File: config.mk
export PLATFORM = sky130hd
export DESIGN_NAME = clock_range_power_config_regs
export DESIGN_NICKNAME = d
export VERILOG_FILES = /design/src/shared/clock_range_pkg.sv /design/src/core/clock_range_power_config_regs.sv /design/src/core/alignment_tap_select.sv
export SDC_FILE = /design/constraint.sdc
export NUM_CORES = 1
export LEC_CHECK = 0
export BUFFER_PORTS_ARGS = -buffer_cell sky130_fd_sc_hd__clkbuf_2
export CAP_MARGIN = 30
export CORE_MARGIN = 2
export CORE_UTILIZATION = 49
export DETAILED_ROUTE_END_ITERATION = 7
export PLACE_DENSITY = 0.75
export SLEW_MARGIN = 5
export SYNTH_ARGS = -nofsm -noshare
export SYNTH_HDL_FRONTEND = slang
export SYNTH_SLANG_ARGS = --single-unit
File: constraint.sdc
create_clock -name clk -period 1.7 [get_ports clk]
set_input_delay 0.255 -clock clk [delete_from_list [all_inputs] [get_ports clk]]
set_output_delay 0.255 -clock clk [all_outputs]
set_load 0.005 [all_outputs]
File: src/shared/clock_range_pkg.sv
// constants and carrier types for the clock, range and power configuration registers
package clock_range_pkg;
  localparam int ADDR_W = 15;
  localparam int TAP_COUNT = 16;
  localparam int SEL_W = 4;
  localparam int POS_W = 24;
  localparam int FS_W = 16;

  localparam logic [14:0] ALIGN_CONTROL_ADDR = 15'h029;
  localparam logic [14:0] CLOCK_INPUT_CONFIG_ADDR = 15'h02A;
  localparam logic [14:0] SUPPLY_NOISE_CONTROL_ADDR = 15'h02B;
  localparam logic [14:0] EDGE_POSITION_ADDR = 15'h02C;
  localparam logic [14:0] FULL_SCALE_CODE_ADDR = 15'h030;
  localparam logic [14:0] POWER_PROFILE_A_ADDR = 15'h037;

  localparam logic [7:0] ALIGN_CONTROL_RESET = 8'h80;
  localparam logic [7:0] CLOCK_INPUT_CONFIG_RESET = 8'h00;
  localparam logic [7:0] SUPPLY_NOISE_CONTROL_RESET = 8'h10;
  localparam logic [23:0] EDGE_POSITION_RESET = 24'h000000;
  localparam logic [15:0] FULL_SCALE_CODE_RESET = 16'hA000;
  localparam logic [7:0] POWER_PROFILE_A_RESET = 8'h4B;

  localparam logic [7:0] POWER_CODE_LOW = 8'h46;
  localparam logic [7:0] POWER_CODE_HIGH_PERF = 8'h4B;

  localparam int INVERT_BIT = 0;
  localparam int ALIGN_PECL_BIT = 1;
  localparam int CLOCK_PECL_BIT = 2;
  localparam int CLOCK_RAIL_QUIET_BIT = 0;
  localparam int ANALOG_RAIL_QUIET_BIT = 2;
  localparam int DELAY_SEL_LSB = 0;

  typedef struct packed {
    logic wr;
    logic rd;
    logic [14:0] addr;
    logic [7:0] wdata;
  } reg_request_type;

  typedef struct packed {
    logic clock_input_pecl_select;
    logic alignment_input_pecl_select;
    logic analog_rail_quiet_enable;
    logic clock_rail_quiet_enable;
    logic low_power_select;
    logic [15:0] full_scale_code;
  } analog_controls_type;
endpackage

File: src/core/clock_range_power_config_regs.sv
// clock input, supply quieting, full-scale and power profile register bank
`timescale 1ns/1ps
module clock_range_power_config_regs
  import clock_range_pkg::*;
(
  input wire logic clk,
  input wire logic rstn,
  input wire reg_request_type reg_req,
  output logic [7:0] reg_rdata,
  input wire logic [POS_W-1:0] edge_position_word,
  input wire logic edge_position_strobe,
  input wire logic [TAP_COUNT-1:0] alignment_taps,
  output analog_controls_type controls,
  output logic alignment_level,
  output logic alignment_rise
);
  logic [7:0] alignment_control;
  logic [7:0] clock_input_config;
  logic [7:0] supply_noise_control;
  logic [POS_W-1:0] alignment_edge_position;
  logic [FS_W-1:0] full_scale_code;
  logic [7:0] power_profile_a;

  logic [7:0] next_alignment_control;
  logic [7:0] next_clock_input_config;
  logic [7:0] next_supply_noise_control;
  logic [POS_W-1:0] next_alignment_edge_position;
  logic [FS_W-1:0] next_full_scale_code;
  logic [7:0] next_power_profile_a;
  logic [7:0] next_rdata;

  function automatic logic hit(input logic [ADDR_W-1:0] a, input logic [ADDR_W-1:0] base);
    hit = (a == base);
  endfunction

  // reserved fields are stored as written; keeping them at default is the host's duty
  always_comb begin
    next_alignment_control = alignment_control;
    next_clock_input_config = clock_input_config;
    next_supply_noise_control = supply_noise_control;
    next_full_scale_code = full_scale_code;
    next_power_profile_a = power_profile_a;
    next_alignment_edge_position = alignment_edge_position;
    if (edge_position_strobe) begin
      next_alignment_edge_position = edge_position_word;
    end
    if (reg_req.wr) begin
      if (hit(reg_req.addr, ALIGN_CONTROL_ADDR)) begin
        next_alignment_control = reg_req.wdata;
      end
      if (hit(reg_req.addr, CLOCK_INPUT_CONFIG_ADDR)) begin
        next_clock_input_config = reg_req.wdata;
      end
      if (hit(reg_req.addr, SUPPLY_NOISE_CONTROL_ADDR)) begin
        next_supply_noise_control = reg_req.wdata;
      end
      if (hit(reg_req.addr, FULL_SCALE_CODE_ADDR)) begin
        next_full_scale_code[7:0] = reg_req.wdata;
      end
      if (hit(reg_req.addr, FULL_SCALE_CODE_ADDR + 15'h001)) begin
        next_full_scale_code[15:8] = reg_req.wdata;
      end
      // reserved codes are dropped so analog bias never sees an untested profile
      if (hit(reg_req.addr, POWER_PROFILE_A_ADDR)
          && (reg_req.wdata == POWER_CODE_LOW || reg_req.wdata == POWER_CODE_HIGH_PERF)) begin
        next_power_profile_a = reg_req.wdata;
      end
      // edge position offsets take no write at all
    end
  end

  always_comb begin
    next_rdata = 8'h00;
    if (reg_req.rd) begin
      case (reg_req.addr)
        ALIGN_CONTROL_ADDR: next_rdata = alignment_control;
        CLOCK_INPUT_CONFIG_ADDR: next_rdata = clock_input_config;
        SUPPLY_NOISE_CONTROL_ADDR: next_rdata = supply_noise_control;
        EDGE_POSITION_ADDR: next_rdata = alignment_edge_position[7:0];
        EDGE_POSITION_ADDR + 15'h001: next_rdata = alignment_edge_position[15:8];
        EDGE_POSITION_ADDR + 15'h002: next_rdata = alignment_edge_position[23:16];
        FULL_SCALE_CODE_ADDR: next_rdata = full_scale_code[7:0];
        FULL_SCALE_CODE_ADDR + 15'h001: next_rdata = full_scale_code[15:8];
        POWER_PROFILE_A_ADDR: next_rdata = power_profile_a;
        default: next_rdata = 8'h00;
      endcase
    end
  end

  always_ff @(posedge clk or negedge rstn) begin
    if (!rstn) begin
      alignment_control <= ALIGN_CONTROL_RESET;
      clock_input_config <= CLOCK_INPUT_CONFIG_RESET;
      supply_noise_control <= SUPPLY_NOISE_CONTROL_RESET;
      alignment_edge_position <= EDGE_POSITION_RESET;
      full_scale_code <= FULL_SCALE_CODE_RESET;
      power_profile_a <= POWER_PROFILE_A_RESET;
      reg_rdata <= 8'h00;
    end else begin
      alignment_control <= next_alignment_control;
      clock_input_config <= next_clock_input_config;
      supply_noise_control <= next_supply_noise_control;
      alignment_edge_position <= next_alignment_edge_position;
      full_scale_code <= next_full_scale_code;
      power_profile_a <= next_power_profile_a;
      reg_rdata <= next_rdata;
    end
  end

  always_comb begin
    controls.clock_input_pecl_select = clock_input_config[CLOCK_PECL_BIT];
    controls.alignment_input_pecl_select = clock_input_config[ALIGN_PECL_BIT];
    controls.analog_rail_quiet_enable = supply_noise_control[ANALOG_RAIL_QUIET_BIT];
    controls.clock_rail_quiet_enable = supply_noise_control[CLOCK_RAIL_QUIET_BIT];
    controls.low_power_select = (power_profile_a == POWER_CODE_LOW);
    controls.full_scale_code = full_scale_code;
  end

  alignment_tap_select u_tap (
    .clk(clk),
    .rstn(rstn),
    .alignment_taps(alignment_taps),
    .alignment_delay_select(alignment_control[DELAY_SEL_LSB +: SEL_W]),
    .alignment_polarity_invert(clock_input_config[INVERT_BIT]),
    .alignment_level(alignment_level),
    .alignment_rise(alignment_rise)
  );

  a_clock_pecl_write: assert property (@(posedge clk) disable iff (!rstn)
    reg_req.wr && reg_req.addr == CLOCK_INPUT_CONFIG_ADDR
    |=> controls.clock_input_pecl_select == $past(reg_req.wdata[2]))
    else $error("clock PECL select does not follow config write");

  a_align_pecl_write: assert property (@(posedge clk) disable iff (!rstn)
    reg_req.wr && reg_req.addr == CLOCK_INPUT_CONFIG_ADDR
    |=> controls.alignment_input_pecl_select == $past(reg_req.wdata[1]))
    else $error("alignment PECL select does not follow config write");

  a_analog_quiet_write: assert property (@(posedge clk) disable iff (!rstn)
    reg_req.wr && reg_req.addr == SUPPLY_NOISE_CONTROL_ADDR
    |=> controls.analog_rail_quiet_enable == $past(reg_req.wdata[2]))
    else $error("analog rail quiet enable does not follow write");

  a_clock_quiet_write: assert property (@(posedge clk) disable iff (!rstn)
    reg_req.wr && reg_req.addr == SUPPLY_NOISE_CONTROL_ADDR
    |=> controls.clock_rail_quiet_enable == $past(reg_req.wdata[0]))
    else $error("clock rail quiet enable does not follow write");

  a_full_scale_high: assert property (@(posedge clk) disable iff (!rstn)
    reg_req.wr && reg_req.addr == FULL_SCALE_CODE_ADDR + 15'h001
    |=> controls.full_scale_code[15:8] == $past(reg_req.wdata))
    else $error("full-scale upper byte not written");

  a_power_reserved: assert property (@(posedge clk) disable iff (!rstn)
    reg_req.wr && reg_req.addr == POWER_PROFILE_A_ADDR
    && reg_req.wdata != POWER_CODE_LOW && reg_req.wdata != POWER_CODE_HIGH_PERF
    |=> $stable(power_profile_a))
    else $error("reserved power profile code was accepted");

  a_position_capture: assert property (@(posedge clk) disable iff (!rstn)
    edge_position_strobe ##1 (reg_req.rd && reg_req.addr == EDGE_POSITION_ADDR + 15'h002
    && !edge_position_strobe) |=> reg_rdata == $past(edge_position_word[23:16], 2))
    else $error("edge position read does not return captured value");

  a_position_readonly: assert property (@(posedge clk) disable iff (!rstn)
    reg_req.wr && !edge_position_strobe |=> $stable(alignment_edge_position))
    else $error("edge position changed on host write");

  a_position_hold: assert property (@(posedge clk) disable iff (!rstn)
    !edge_position_strobe |=> $stable(alignment_edge_position))
    else $error("edge position changed without a capture strobe");

  a_position_low_read: assert property (@(posedge clk) disable iff (!rstn)
    reg_req.rd && reg_req.addr == EDGE_POSITION_ADDR
    |=> reg_rdata == $past(alignment_edge_position[7:0]))
    else $error("edge position low byte read mismatch");

  a_full_scale_low: assert property (@(posedge clk) disable iff (!rstn)
    reg_req.wr && reg_req.addr == FULL_SCALE_CODE_ADDR
    |=> controls.full_scale_code[7:0] == $past(reg_req.wdata))
    else $error("full-scale lower byte not written");

  // each byte lands alone, so a low byte write must leave the high byte untouched
  a_full_scale_pair: assert property (@(posedge clk) disable iff (!rstn)
    reg_req.wr && reg_req.addr == FULL_SCALE_CODE_ADDR
    |=> $stable(controls.full_scale_code[15:8]))
    else $error("full-scale upper byte disturbed by lower byte write");

  a_full_scale_hold: assert property (@(posedge clk) disable iff (!rstn)
    !(reg_req.wr && (reg_req.addr == FULL_SCALE_CODE_ADDR
    || reg_req.addr == FULL_SCALE_CODE_ADDR + 15'h001)) |=> $stable(full_scale_code))
    else $error("full-scale code changed without a write");

  a_full_scale_read: assert property (@(posedge clk) disable iff (!rstn)
    reg_req.rd && reg_req.addr == FULL_SCALE_CODE_ADDR + 15'h001
    |=> reg_rdata == $past(full_scale_code[15:8]))
    else $error("full-scale upper byte read mismatch");

  a_power_accept: assert property (@(posedge clk) disable iff (!rstn)
    reg_req.wr && reg_req.addr == POWER_PROFILE_A_ADDR
    && (reg_req.wdata == POWER_CODE_LOW || reg_req.wdata == POWER_CODE_HIGH_PERF)
    |=> power_profile_a == $past(reg_req.wdata))
    else $error("legal power profile code was not stored");

  a_low_power_mode: assert property (@(posedge clk) disable iff (!rstn)
    reg_req.wr && reg_req.addr == POWER_PROFILE_A_ADDR && reg_req.wdata == POWER_CODE_LOW
    |=> controls.low_power_select)
    else $error("low power select not raised after low power code");

  a_power_read: assert property (@(posedge clk) disable iff (!rstn)
    reg_req.rd && reg_req.addr == POWER_PROFILE_A_ADDR
    |=> reg_rdata == $past(power_profile_a))
    else $error("power profile read mismatch");

  a_config_hold: assert property (@(posedge clk) disable iff (!rstn)
    !(reg_req.wr && reg_req.addr == CLOCK_INPUT_CONFIG_ADDR) |=> $stable(clock_input_config))
    else $error("clock input config changed without a write");

  a_config_read: assert property (@(posedge clk) disable iff (!rstn)
    reg_req.rd && reg_req.addr == CLOCK_INPUT_CONFIG_ADDR
    |=> reg_rdata == $past(clock_input_config))
    else $error("clock input config read mismatch");

  a_supply_hold: assert property (@(posedge clk) disable iff (!rstn)
    !(reg_req.wr && reg_req.addr == SUPPLY_NOISE_CONTROL_ADDR)
    |=> $stable(supply_noise_control))
    else $error("supply noise control changed without a write");

  // an idle read port must show zero so a stale byte is never taken as fresh data
  a_read_idle: assert property (@(posedge clk) disable iff (!rstn)
    !reg_req.rd |=> reg_rdata == 8'h00)
    else $error("read data not zero in a cycle without a read");
endmodule

File: src/core/alignment_tap_select.sv
// alignment reference tap choice, synchronisation and polarity
`timescale 1ns/1ps
module alignment_tap_select
  import clock_range_pkg::*;
(
  input wire logic clk,
  input wire logic rstn,
  input wire logic [TAP_COUNT-1:0] alignment_taps,
  input wire logic [SEL_W-1:0] alignment_delay_select,
  input wire logic alignment_polarity_invert,
  output logic alignment_level,
  output logic alignment_rise
);
  logic [TAP_COUNT-1:0] tap_meta;
  logic [TAP_COUNT-1:0] tap_sync;
  logic next_level;
  logic next_rise;

  // every tap is synchronised so a late select change never sees a metastable bit
  always_comb begin
    next_level = tap_sync[alignment_delay_select] ^ alignment_polarity_invert;
    next_rise = next_level & ~alignment_level;
  end

  always_ff @(posedge clk or negedge rstn) begin
    if (!rstn) begin
      tap_meta <= '0;
      tap_sync <= '0;
      alignment_level <= 1'b0;
      alignment_rise <= 1'b0;
    end else begin
      tap_meta <= alignment_taps;
      tap_sync <= tap_meta;
      alignment_level <= next_level;
      alignment_rise <= next_rise;
    end
  end

  a_tap_polarity: assert property (@(posedge clk) disable iff (!rstn)
    alignment_level == ($past(tap_sync[alignment_delay_select]) ^ $past(alignment_polarity_invert)))
    else $error("alignment level does not follow selected tap and polarity");

  a_tap_select_path: assert property (@(posedge clk) disable iff (!rstn)
    $stable(alignment_delay_select) && !alignment_polarity_invert && $stable(alignment_polarity_invert)
    && $rose(tap_sync[alignment_delay_select]) |=> alignment_level)
    else $error("selected tap edge did not reach alignment level in one cycle");

  a_rise_pulse: assert property (@(posedge clk) disable iff (!rstn)
    alignment_rise |=> !alignment_rise)
    else $error("alignment rise held longer than one cycle");
endmodule

======== Yosys cells after proc, flatten, opt, wreduce, memory -nomap -nowiden ========
Index checks and enable logic that the tools add are counted.
word-level totals
  output and inout port bits .............. 31
  register bits after elaboration ......... 114
  input bits .............................. 68
  word-level logic and storage cells ...... 40
operators by class
  eq/ne operators ......................... 12
  bitwise gates (word level) .............. 3
  multiplexer cells ....................... 4
  $lt $le $gt $ge ......................... 1
  reduce and logical (&&, ||, !) cells .... 8
operators by type and width
  cell                   number
  $eq A15 B6 Y1 const B  9
  $pmux W8 S9            1
  $eq A8 B7 Y1 const B   3
  $reduce_and A2 Y1      6
  $mux W8                1
  $lt A4 B5 Y1 const B   1
  $bmux W1 S4            1
  $and A1 B1 Y1          1
  $logic_and A1 B1 Y1    1
  $logic_or A1 B1 Y1     1
  $mux W1                1
  $not A1 Y1             1
  $xor A1 B1 Y1          1

======== Depth between registers and ports, before layout ========
Gate-level depths: netlist of run 1.
  depth after elaboration ................. 4
  gate-level depth with buffers ........... 7

======== By module ========
Synthesis of run 1 repeated with hierarchy kept, for this count alone.
unflattened totals
  cells, all modules ...................... 352
  area total of the unflattened synthesis .. 4969.8 um^2
modules (own cells, without submodules)
  module                         seq. area each (um^2)  cells an instance  area an instance (um^2)  instances
  clock_range_power_config_regs  2011.9                 311                3968.8                   1
  alignment_tap_select           850.8                  41                 1001.0                   1

======== Worst setup path after synthesis of run 1 ========
OpenSTA, ideal clock, no wires.
  path kind ............................... input to register
  start point ............................. input port reg_req[18] (netlist bit)
  end point ............................... register full_scale_code[0]
  path slack .............................. -0.515 ns
  buffers on the path ..................... 2
  data arrival time ....................... 2.090 ns
  required time ........................... 1.575 ns
  stages .................................. 7
  path through ............................ or4_1 > buf_4 > nor4_4 > nand2_2 > or3_1 > buf_6 > mux2_4
on the way
  word-level cells in the longest chain between the ends .. 2
ends and longest elaborated chain
  element                      line                                  text
  from (decl)                  clock_range_power_config_regs.sv:8    input wire reg_request_type reg_req,
  $eq A15 B6 Y1                clock_range_power_config_regs.sv:33   hit = (a == base);
  $reduce_and A2 Y1 (no line)  -
  to (signal assigned)         clock_range_power_config_regs.sv:104  full_scale_code <= next_full_scale_code;
  to (decl)                    clock_range_power_config_regs.sv:21   logic [FS_W-1:0] full_scale_code;
Every way passes these cells.
A chain may end at the register's enable or synchronous reset.

==> flow_summary.ini, run 1 <==
[floorplanning]
start_util_pct = 49.6
rows = 36
die_area_um2 = 10600
core_area_um2 = 9640
num_io_pins = 99
die_w_um = 103
chipHeight_um = 103

[cts]
cts_root_buf = clkbuf_8
cts_htree_levels = 4
cts_buffers = 17
tritoncts = built
cts_sinks = 114
clk_latency_ns = 0.52
clk_pin_slew_ns = 0.06
clockBufferDepth = 2

[flow_run]
maxCapViolCount = 0

[yosys]
ys_seq_area_share_pct = 59.8
ys_types = 50
synth-edff-count = 0
synth_top_area_cell = dfrtp_1
synth_common_cells = dfrtp_1 (106), mux2_2 (63), nand2_1 (16), mux2i_1 (12), clkbuf_1 (11)
synth_top_flop_cell = dfrtp_1
yosysTopAreaCellShare_pct = 55.4
syn-cell-area_um2 = 4790
syn-mean-instance-area_um2 = 14.3
ys_seq_elements = 114
netlist_instances = 335
synthTopCellsByArea = dfrtp_1 (55%), mux2_2 (15%), dfstp_2 (4.4%), mux2i_1 (2.5%), mux2_4 (2.5%)
yosysMostFrequentCell = dfrtp_1
synthArstFlopShare_pct = 100
synth_nets = 403
synth_warnings = 0

[pwr]
power_w = 0.00722
leakage_nw = 3.27
switchingPower_w = 0.00156
pwr-share-comb_pct = 6.6
seqPwrFrac_pct = 39.7
power_density_nw_per_um2 = 1050
internal_power_w = 0.00566
p_sw_share_pct = 21.6
peakVddDrop_v = 0.00139
clockPowerShare_pct = 53.7

[place]
dpl_cell_area_um2 = 5780
gp_congestion = 0.920
dp_hpwl_um = 8750
post-place-ws_ns = -0.514
port_buffers = 98

[timing]
tightestPinTransition_ns = 0.894
fin_tns_setup_ns = -0.176
finalHoldViolCount = 0
fin_crit_sh_pct = 110
rsz0062_at_grt = yes
setup_ws_ns = -0.176
skew_ns = 0.00948
whs_ns = 0.121
finalSetupViolCount = 1
fmax_mhz = 533
slew_viol_final = 0
final.min_clock_period_ns = 1.88
slew_headroom_pct = 40.3

[grt]
use_met2_pct = 43.8
antenna_found_initial = 0
gr-max-usage-layer = met2
grtUsageMet3_pct = 6.58
use_met1_pct = 31.1
grt_pass1_wl_um = 19600
track_usage_pct = 26.0
first_global_vias = 3828
grt_max_degree = 52
grt_overflow = 0

[setup_path]
worstPathMaxFanout = 2
r2r-end = u_tap.alignment_rise$_DFF_PN0_
reg2regPathDepth = 5
arrival_ns = 1.62
crit_required_ns = 1.44
rrSetupSlack_ns = 0.01
startpoint_type = register
r2r_start = alignment_control[0]$_DFFE_PN0P_
worst-setup-path-type = reg -> out
worstSetupEndpointType = output pin

[detailed_routing]
viasPerCell = 5.29
vias = 3548
totalWireLength_um = 12600
dr.pass1.iters = 7
drt.antenna.violating_nets = 0
wl_per_cell_um = 18.8
drc = 0
drt_iter0_drc = 189

[finish]
diodes = 0
num-nets-final = 593
drive_above_1_share_pct = 52.6
areaGrowthSynthToFinish_pct = 43.9
design_area_um2 = 6890

[run_status]
violations = negative setup slack
status = finished, violations left

[worst_hold_path]
min_from = reg_req[3]
min_to = full_scale_code[3]$_DFFE_PN0P_
min_path_cells = 2
hold_class = in -> reg
power by group through the flow:
stage          clock network, W  registers (W)  logic (W)
2_1_floorplan                 0        0.00289   0.000153
3_3_place_gp                  0        0.00290   0.000390
3_5_place_dp                  0        0.00291   0.000398
4_1_cts                 0.00395        0.00287   0.000477
5_1_grt                 0.00410        0.00287   0.000524
6_report                0.00388        0.00287   0.000478
cell type report:
type | count | area [um^2]
clock buffer | 18 | 428
multi-input combinational | 200 | 1860
timing repair buffer | 190 | 1340
sequential | 114 | 2860
inverter | 2 | 7.51
fill | 658 | 2750
clock inverter | 14 | 226
tap | 133 | 166
registers in the layout, indices dropped and copies added, names as in the netlist:
register / count
clock_input_config: 8
u_tap.alignment_level: 1
supply_noise_control: 8
u_tap.tap_meta: 16
alignment_edge_position: 24
reg_rdata: 8
u_tap.tap_sync: 16
full_scale_code: 16
alignment_control: 8
u_tap.alignment_rise: 1
power_profile_a: 8
routing by layer:
metal	share of wire [%]	up-vias
met5	0	-
met4	3.5	0
met3	5.5	32
met2	51	139
met1	40	1748
li1	-	1629
worst max-delay path: stages (launching register included):
cell      delay [ns]
dfstp_2         0.53
nor4bb_4        0.22
and4b_1         0.24
buf_2           0.11
cells by family after synthesis:
kind of cell	after synthesis	synth area share (%)
AOI/OAI and AO/OA	40	6.12
muxes	87	21.7
xor gates and xnor gates	1	0.183
and+or+nand+nor	72	9.93
buffers and inverters	21	2.22
DFF	114	59.8
stage by stage:
| stage | utilization, % | instances |
|---|---|---|
| finish | 71.5 | 671 |
| global route | 71.5 | 671 |
| CTS | 71.3 | 671 |
| detailed placement | 60.0 | 596 |
| global placement | 60.0 | 596 |
| floorplan | - | 335 |
cells in the final DEF (no fill, tap or decap), drive strengths merged, types with 2 or more instances in the layout:
cell / n
nor4: 5
bufinv: 5
or3: 2
nor2b: 6
a21oi: 5
clkinv: 4
nand2b: 2
dfrtp: 106
mux2i: 12
a222oi: 8
mux2: 71
o21ai: 7
nand2: 19
nor4bb: 2
nor4b: 2
nor3: 5
nand3: 5
or2: 5
mux4: 4
and3: 2
nand4: 2
nor2: 7
dlygate4sd3: 41
clkinvlp: 2
a22oi: 7
dfstp: 8
clkbuf: 114
o2bb2ai: 2
a31oi: 5
or4: 3
inv: 5
buf: 53
how the worst max path moves through the flow:
stage                                               from                             endpoint  slack (ns)  cells after the start
after detailed placement                     reg_req[12]  supply_noise_control[1]$_DFFE_PN0P_       -0.51                      6
after floorplan                              reg_req[18]       full_scale_code[0]$_DFFE_PN0P_       -0.49                      7
after global placement                       reg_req[12]  supply_noise_control[3]$_DFFE_PN0P_       -0.46                      6
after CTS                 power_profile_a[1]$_DFFE_PN1P_                         controls[16]       -0.18                      3
final                     power_profile_a[1]$_DFFE_PN1P_                         controls[16]       -0.18                      3
after global routing      power_profile_a[1]$_DFFE_PN1P_                         controls[16]       -0.22                      3
repair_timing:
| action | 4_1_cts | 5_1_grt |
|---|---|---|
| setup buffers | 2 | 0 |
| endpoints found under the setup margin | 2 | 17 |
| gates resized for setup | 3 | 3 |
| endpoints found under the hold margin | 67 | 0 |
| hold buffers | 41 | 0 |
| pin swaps | 3 | 4 |
Power figures use the tool's default switching activity.
==> run 2, diff against run 1 <==
--- a/config.mk
+++ b/config.mk
@@ -7,6 +7,7 @@
 export LEC_CHECK = 0
 export BUFFER_PORTS_ARGS = -buffer_cell sky130_fd_sc_hd__clkbuf_2
 export CAP_MARGIN = 30
+export CORE_ASPECT_RATIO = 0.8
 export CORE_MARGIN = 2
 export CORE_UTILIZATION = 49
 export DETAILED_ROUTE_END_ITERATION = 7
==> constraint.sdc (replaced) <==
create_clock -name clk -period 1.7 [get_ports clk]
set_input_delay 0.085 -clock clk [delete_from_list [all_inputs] [get_ports clk]]
set_output_delay 0.085 -clock clk [all_outputs]
set_load 0.005 [all_outputs]
==> flow_summary.ini, run 2 (synthesis results as in run 1) <==
[timing]
fmax_mhz = 558
tightestPinTransition_ns = 0.755
setup_ws_ns = -0.0917
fin_crit_sh_pct = 105
final.min_clock_period_ns = 1.79
slew_headroom_pct = 49.6
fin_tns_setup_ns = -0.158
finalHoldViolCount = 0
slew_viol_final = 0
skew_ns = 0.0100
finalSetupViolCount = 2
rsz0062_at_grt = yes

[place]
gp_congestion = 0.903
dpl_cell_area_um2 = 5630
placed_cells = 567
dp_hpwl_um = 8780
port_buffers = 98
post-place-ws_ns = -0.318

[grt]
grt_pass1_wl_um = 19700
grt_overflow = 0
track_usage_pct = 25.1
antenna_found_initial = 0
grt_max_degree = 49
first_global_vias = 3689

[setup_path]
crit_required_ns = 2.04
worst-setup-path-type = reg -> reg
arrival_ns = 2.13
r2r-end = u_tap.alignment_rise$_DFF_PN0_
rrSetupSlack_ns = -0.09
reg2regPathDepth = 5
r2r_start = alignment_control[0]$_DFFE_PN0P_
worstPathMaxFanout = 6
worstSetupEndpointType = register
startpoint_type = register

[floorplanning]
num_io_pins = 99
core_area_um2 = 9570
chipHeight_um = 92.4
rows = 32
die_w_um = 114
start_util_pct = 50.0
die_area_um2 = 10600

[detailed_routing]
totalWireLength_um = 12700
drt_iter0_drc = 329
drc = 0
dr.pass1.iters = 5
drt.antenna.violating_nets = 0
vias = 3589
viasPerCell = 5.59
wl_per_cell_um = 19.8

[finish]
num-nets-final = 578
diodes = 0
final_cells = 642
most-common-layout-cells = dfrtp_1 (105), clkbuf_2 (97), mux2_2 (63)
final_common_cell = dfrtp_1
post-route-util_pct = 70.1
drive_above_1_share_pct = 51.6
design_area_um2 = 6700
largest-register = alignment_edge_position
largest_reg_flops = 24
fillerInstances = 632
areaGrowthSynthToFinish_pct = 40.1

[cts]
clockBufferDepth = 2
cts_root_buf = clkbuf_16
tritoncts = built
cts_htree_levels = 4
clk_latency_ns = 0.41
clk_pin_slew_ns = 0.06
cts_sinks = 114
cts_buffers = 17

[pwr]
power_density_nw_per_um2 = 1050
leakage_nw = 3.17
peakVddDrop_v = 0.000688

[worst_hold_path]
hold_class = in -> reg
min_from = reg_req[0]
min_to = full_scale_code[0]$_DFFE_PN0P_
min_path_cells = 2

[flow_run]
maxCapViolCount = 0

[run_status]
status = finished, violations left
violations = negative setup slack
run 2: power breakdown:
| group | switching (W) | internal, W |
|---|---|---|
| Combinational | 0.000210 | 0.000237 |
| Clock | 0.00125 | 0.00247 |
| Sequential | 0.0000565 | 0.00282 |
| Total | 0.00152 | 0.00552 |
run 2: metal layers:
| metal | vias up | routed length [um] | GRT usage, % |
|---|---|---|---|
| met1 | 1813 | 5500 | 34.7 |
| met2 | 163 | 6090 | 38.4 |
| met5 | - | 0 | 0 |
| li1 | 1600 | - | - |
| met3 | 13 | 988 | 7.07 |
| met4 | 0 | 167 | 8.54 |
run 2: worst max path at each step:
| stage | start | to | slack [ns] |
|---|---|---|---|
| floorplan | reg_req[18] | full_scale_code[0]$_DFFE_PN0P_ | -0.32 |
| global placement | reg_req[12] | supply_noise_control[2]$_DFFE_PN0P_ | -0.29 |
| detailed placement | reg_req[12] | supply_noise_control[1]$_DFFE_PN0P_ | -0.32 |
| CTS | alignment_control[0]$_DFFE_PN0P_ | u_tap.alignment_rise$_DFF_PN0_ | -0.04 |
| global route | alignment_control[0]$_DFFE_PN0P_ | u_tap.alignment_rise$_DFF_PN0_ | -0.23 |
| finish | alignment_control[0]$_DFFE_PN0P_ | u_tap.alignment_rise$_DFF_PN0_ | -0.09 |
run 2: area by class of cell:
cell class	instances	area (um^2)	area share [%]
clock buffers	21	480	7.17
clock inverters	11	150	2.24
inverters	2	7.51	0.112
multi-input cells	200	1850	27.7
flip-flops and latches	114	2860	42.7
well taps	119	149	2.22
repair buffers	175	1200	17.9
run 2: worst max-delay path, cell delays in order (launching register included):
cell     delay (ns)
dfrtp_2        0.47
mux4_2         0.54
mux2i_2        0.18
mux2i_1        0.13
xor2_1         0.23
nor2b_2        0.17
run 2: per-stage QoR:
stage | power, W | hold slack [ns]
final | 0.00704 | 0.0530
after global routing | 0.00726 | 0.0417
after CTS | 0.00709 | 0.0289
after detailed placement | 0.00328 | 0.0830
after global placement | 0.00327 | 0.0759
after floorplan | 0.00304 | -0.211
run 2: repair_timing:
action	in CTS	in global routing
pin swaps	2	1
endpoints found under the setup margin	3	2
hold buffers	41	0
buffers inserted	1	1
resized for setup	3	2
cloned	0	0
endpoints found under the hold margin	76	0
==> run 3, diff against run 2 <==
--- a/config.mk
+++ b/config.mk
@@ -5,13 +5,15 @@
 export SDC_FILE = /design/constraint.sdc
 export NUM_CORES = 1
 export LEC_CHECK = 0
-export BUFFER_PORTS_ARGS = -buffer_cell sky130_fd_sc_hd__clkbuf_2
+export BUFFER_PORTS_ARGS = -buffer_cell sky130_fd_sc_hd__buf_2
 export CAP_MARGIN = 30
 export CORE_ASPECT_RATIO = 0.8
 export CORE_MARGIN = 2
 export CORE_UTILIZATION = 49
 export DETAILED_ROUTE_END_ITERATION = 7
+export GPL_ROUTABILITY_DRIVEN = 0
 export PLACE_DENSITY = 0.75
+export SETUP_SLACK_MARGIN = 0.3
 export SLEW_MARGIN = 5
 export SYNTH_ARGS = -nofsm -noshare
 export SYNTH_HDL_FRONTEND = slang
==> flow_summary.ini, run 3 (synthesis results as in run 1) <==
[setup_path]
crit_required_ns = 2.04
reg2regPathDepth = 5
worstPathMaxFanout = 5
startpoint_type = register
cp_slowest_cell = mux4_2
r2r_start = alignment_control[0]$_DFFE_PN0P_
worstSetupEndpointType = register
arrival_ns = 2.06
crit_chain = mux4_2, mux2i_4, mux2i_1, xor2_1, nor2b_1
startpoint = alignment_control[0]$_DFFE_PN0P_
rrSetupSlack_ns = -0.02
slowest_delay_ns = 0.56
worst-setup-path-type = reg -> reg

[timing]
slew_headroom_pct = 61.6
skew_ns = 0.00586
slew_viol_final = 0
fin_crit_sh_pct = 101
finalSetupViolCount = 1
final.min_clock_period_ns = 1.72
rsz0062_at_grt = yes
setup_ws_ns = -0.0222
fmax_mhz = 581
tightestPinTransition_ns = 0.576
finalHoldViolCount = 0

[grt]
track_usage_pct = 26.6
grt_overflow = 0
antenna_found_initial = 0
first_global_vias = 3745
grt_pass1_wl_um = 20600
grt_max_degree = 61

[worst_hold_path]
hold_class = in -> reg
min_path_cells = 3
min_from = reg_req[23]

[finish]
design_area_um2 = 7000
seq_area_um2 = 2860
drive_above_1_share_pct = 54.0
most-common-layout-cells = dfrtp_1 (105), buf_2 (94), mux2_4 (42)
diodes = 0
largest_reg_flops = 24
final_cells = 645
fillerInstances = 566
multiInputGateArea_um2 = 2110
num-nets-final = 581
areaGrowthSynthToFinish_pct = 46.3
final_common_cell = dfrtp_1
largest-register = alignment_edge_position

[pwr]
power_w = 0.00689
power_density_nw_per_um2 = 984
leakage_nw = 3.38
peakVddDrop_v = 0.000642

[run_status]
violations = negative setup slack
status = finished, violations left

[detailed_routing]
dr.pass1.iters = 6
viasPerCell = 5.69
totalWireLength_um = 13700
vias = 3672
wl_per_cell_um = 21.3
drt.antenna.violating_nets = 0
drc = 0
drt_iter0_drc = 264

[floorplanning]
core_area_um2 = 9570
die_w_um = 114
rows = 32
die_area_um2 = 10600
start_util_pct = 50.0
chipHeight_um = 92.4
num_io_pins = 99

[cts]
cts_htree_levels = 4
cts_buffers = 17
clk_latency_ns = 0.41
cts_sinks = 114
clk_pin_slew_ns = 0.05
cts_root_buf = clkbuf_16
clockBufferDepth = 2
tritoncts = built

[place]
dpl_cell_area_um2 = 5570
dp_hpwl_um = 8430
port_buffers = 98
post-place-ws_ns = -0.392
placed_cells = 561

[flow_run]
maxCapViolCount = 0
run 3: worst max-delay path: cells and delay by family, from the launching register on:
kind	cells	cell delay [ns]
xor+xnor	1	0.19
flops	1	0.44
mux	3	0.86
simple gates	1	0.16
run 3: where the power goes:
group          internal, W  switching [W]  leakage [nW]
clock network      0.00234        0.00122         0.281
registers          0.00282      0.0000578          1.43
logic             0.000240       0.000218          1.66
total              0.00540        0.00149          3.38
run 3: what timing repair did:
| item | CTS | global route |
|---|---|---|
| hold endpoints to repair | 109 | 0 |
| pin swaps | 15 | 10 |
| endpoints found under the setup margin | 59 | 59 |
| hold buffers | 41 | 0 |
| resized for setup | 54 | 29 |
| buffers inserted | 8 | 3 |
run 3: through the flow:
step | hold WS, ns | util (%) | setup TNS (ns)
final | 0.0166 | 73.2 | -0.0222
after global routing | 0.00370 | 73.2 | -0.100
after CTS | 0.00785 | 71.5 | -0.0500
after detailed placement | 0.0290 | 58.2 | -15.40
after global placement | 0.0214 | 58.2 | -14.14
after floorplan | -0.211 | - | -10.54
run 3: layout make-up:
| type | instances | area share, % |
|---|---|---|
| clock buffer | 23 | 6.54 |
| clock inverter | 9 | 1.89 |
| inverter | 2 | 0.107 |
| multi-input combinational | 200 | 30.1 |
| sequential | 114 | 40.9 |
| tap | 119 | 2.13 |
| timing repair buffer | 178 | 18.3 |
run 3: final timing paths:
check	to
min reg2reg	u_tap.tap_sync[2]$_DFF_PN0_
min	reg_rdata[3]$_DFF_PN0_
max	u_tap.alignment_rise$_DFF_PN0_
min in group asynchronous	u_tap.tap_meta[5]$_DFF_PN0_
max in group asynchronous	power_profile_a[6]$_DFFE_PN1P_
max reg2reg	u_tap.alignment_rise$_DFF_PN0_
run 3: metal layers:
| layer | GRT usage [%] | share of wire [%] |
|---|---|---|
| met1 | 36.5 | 44 |
| met2 | 40.8 | 48 |
| met4 | 10.3 | 2.3 |
| met3 | 6.74 | 5.8 |
| met5 | 0 | 0 |
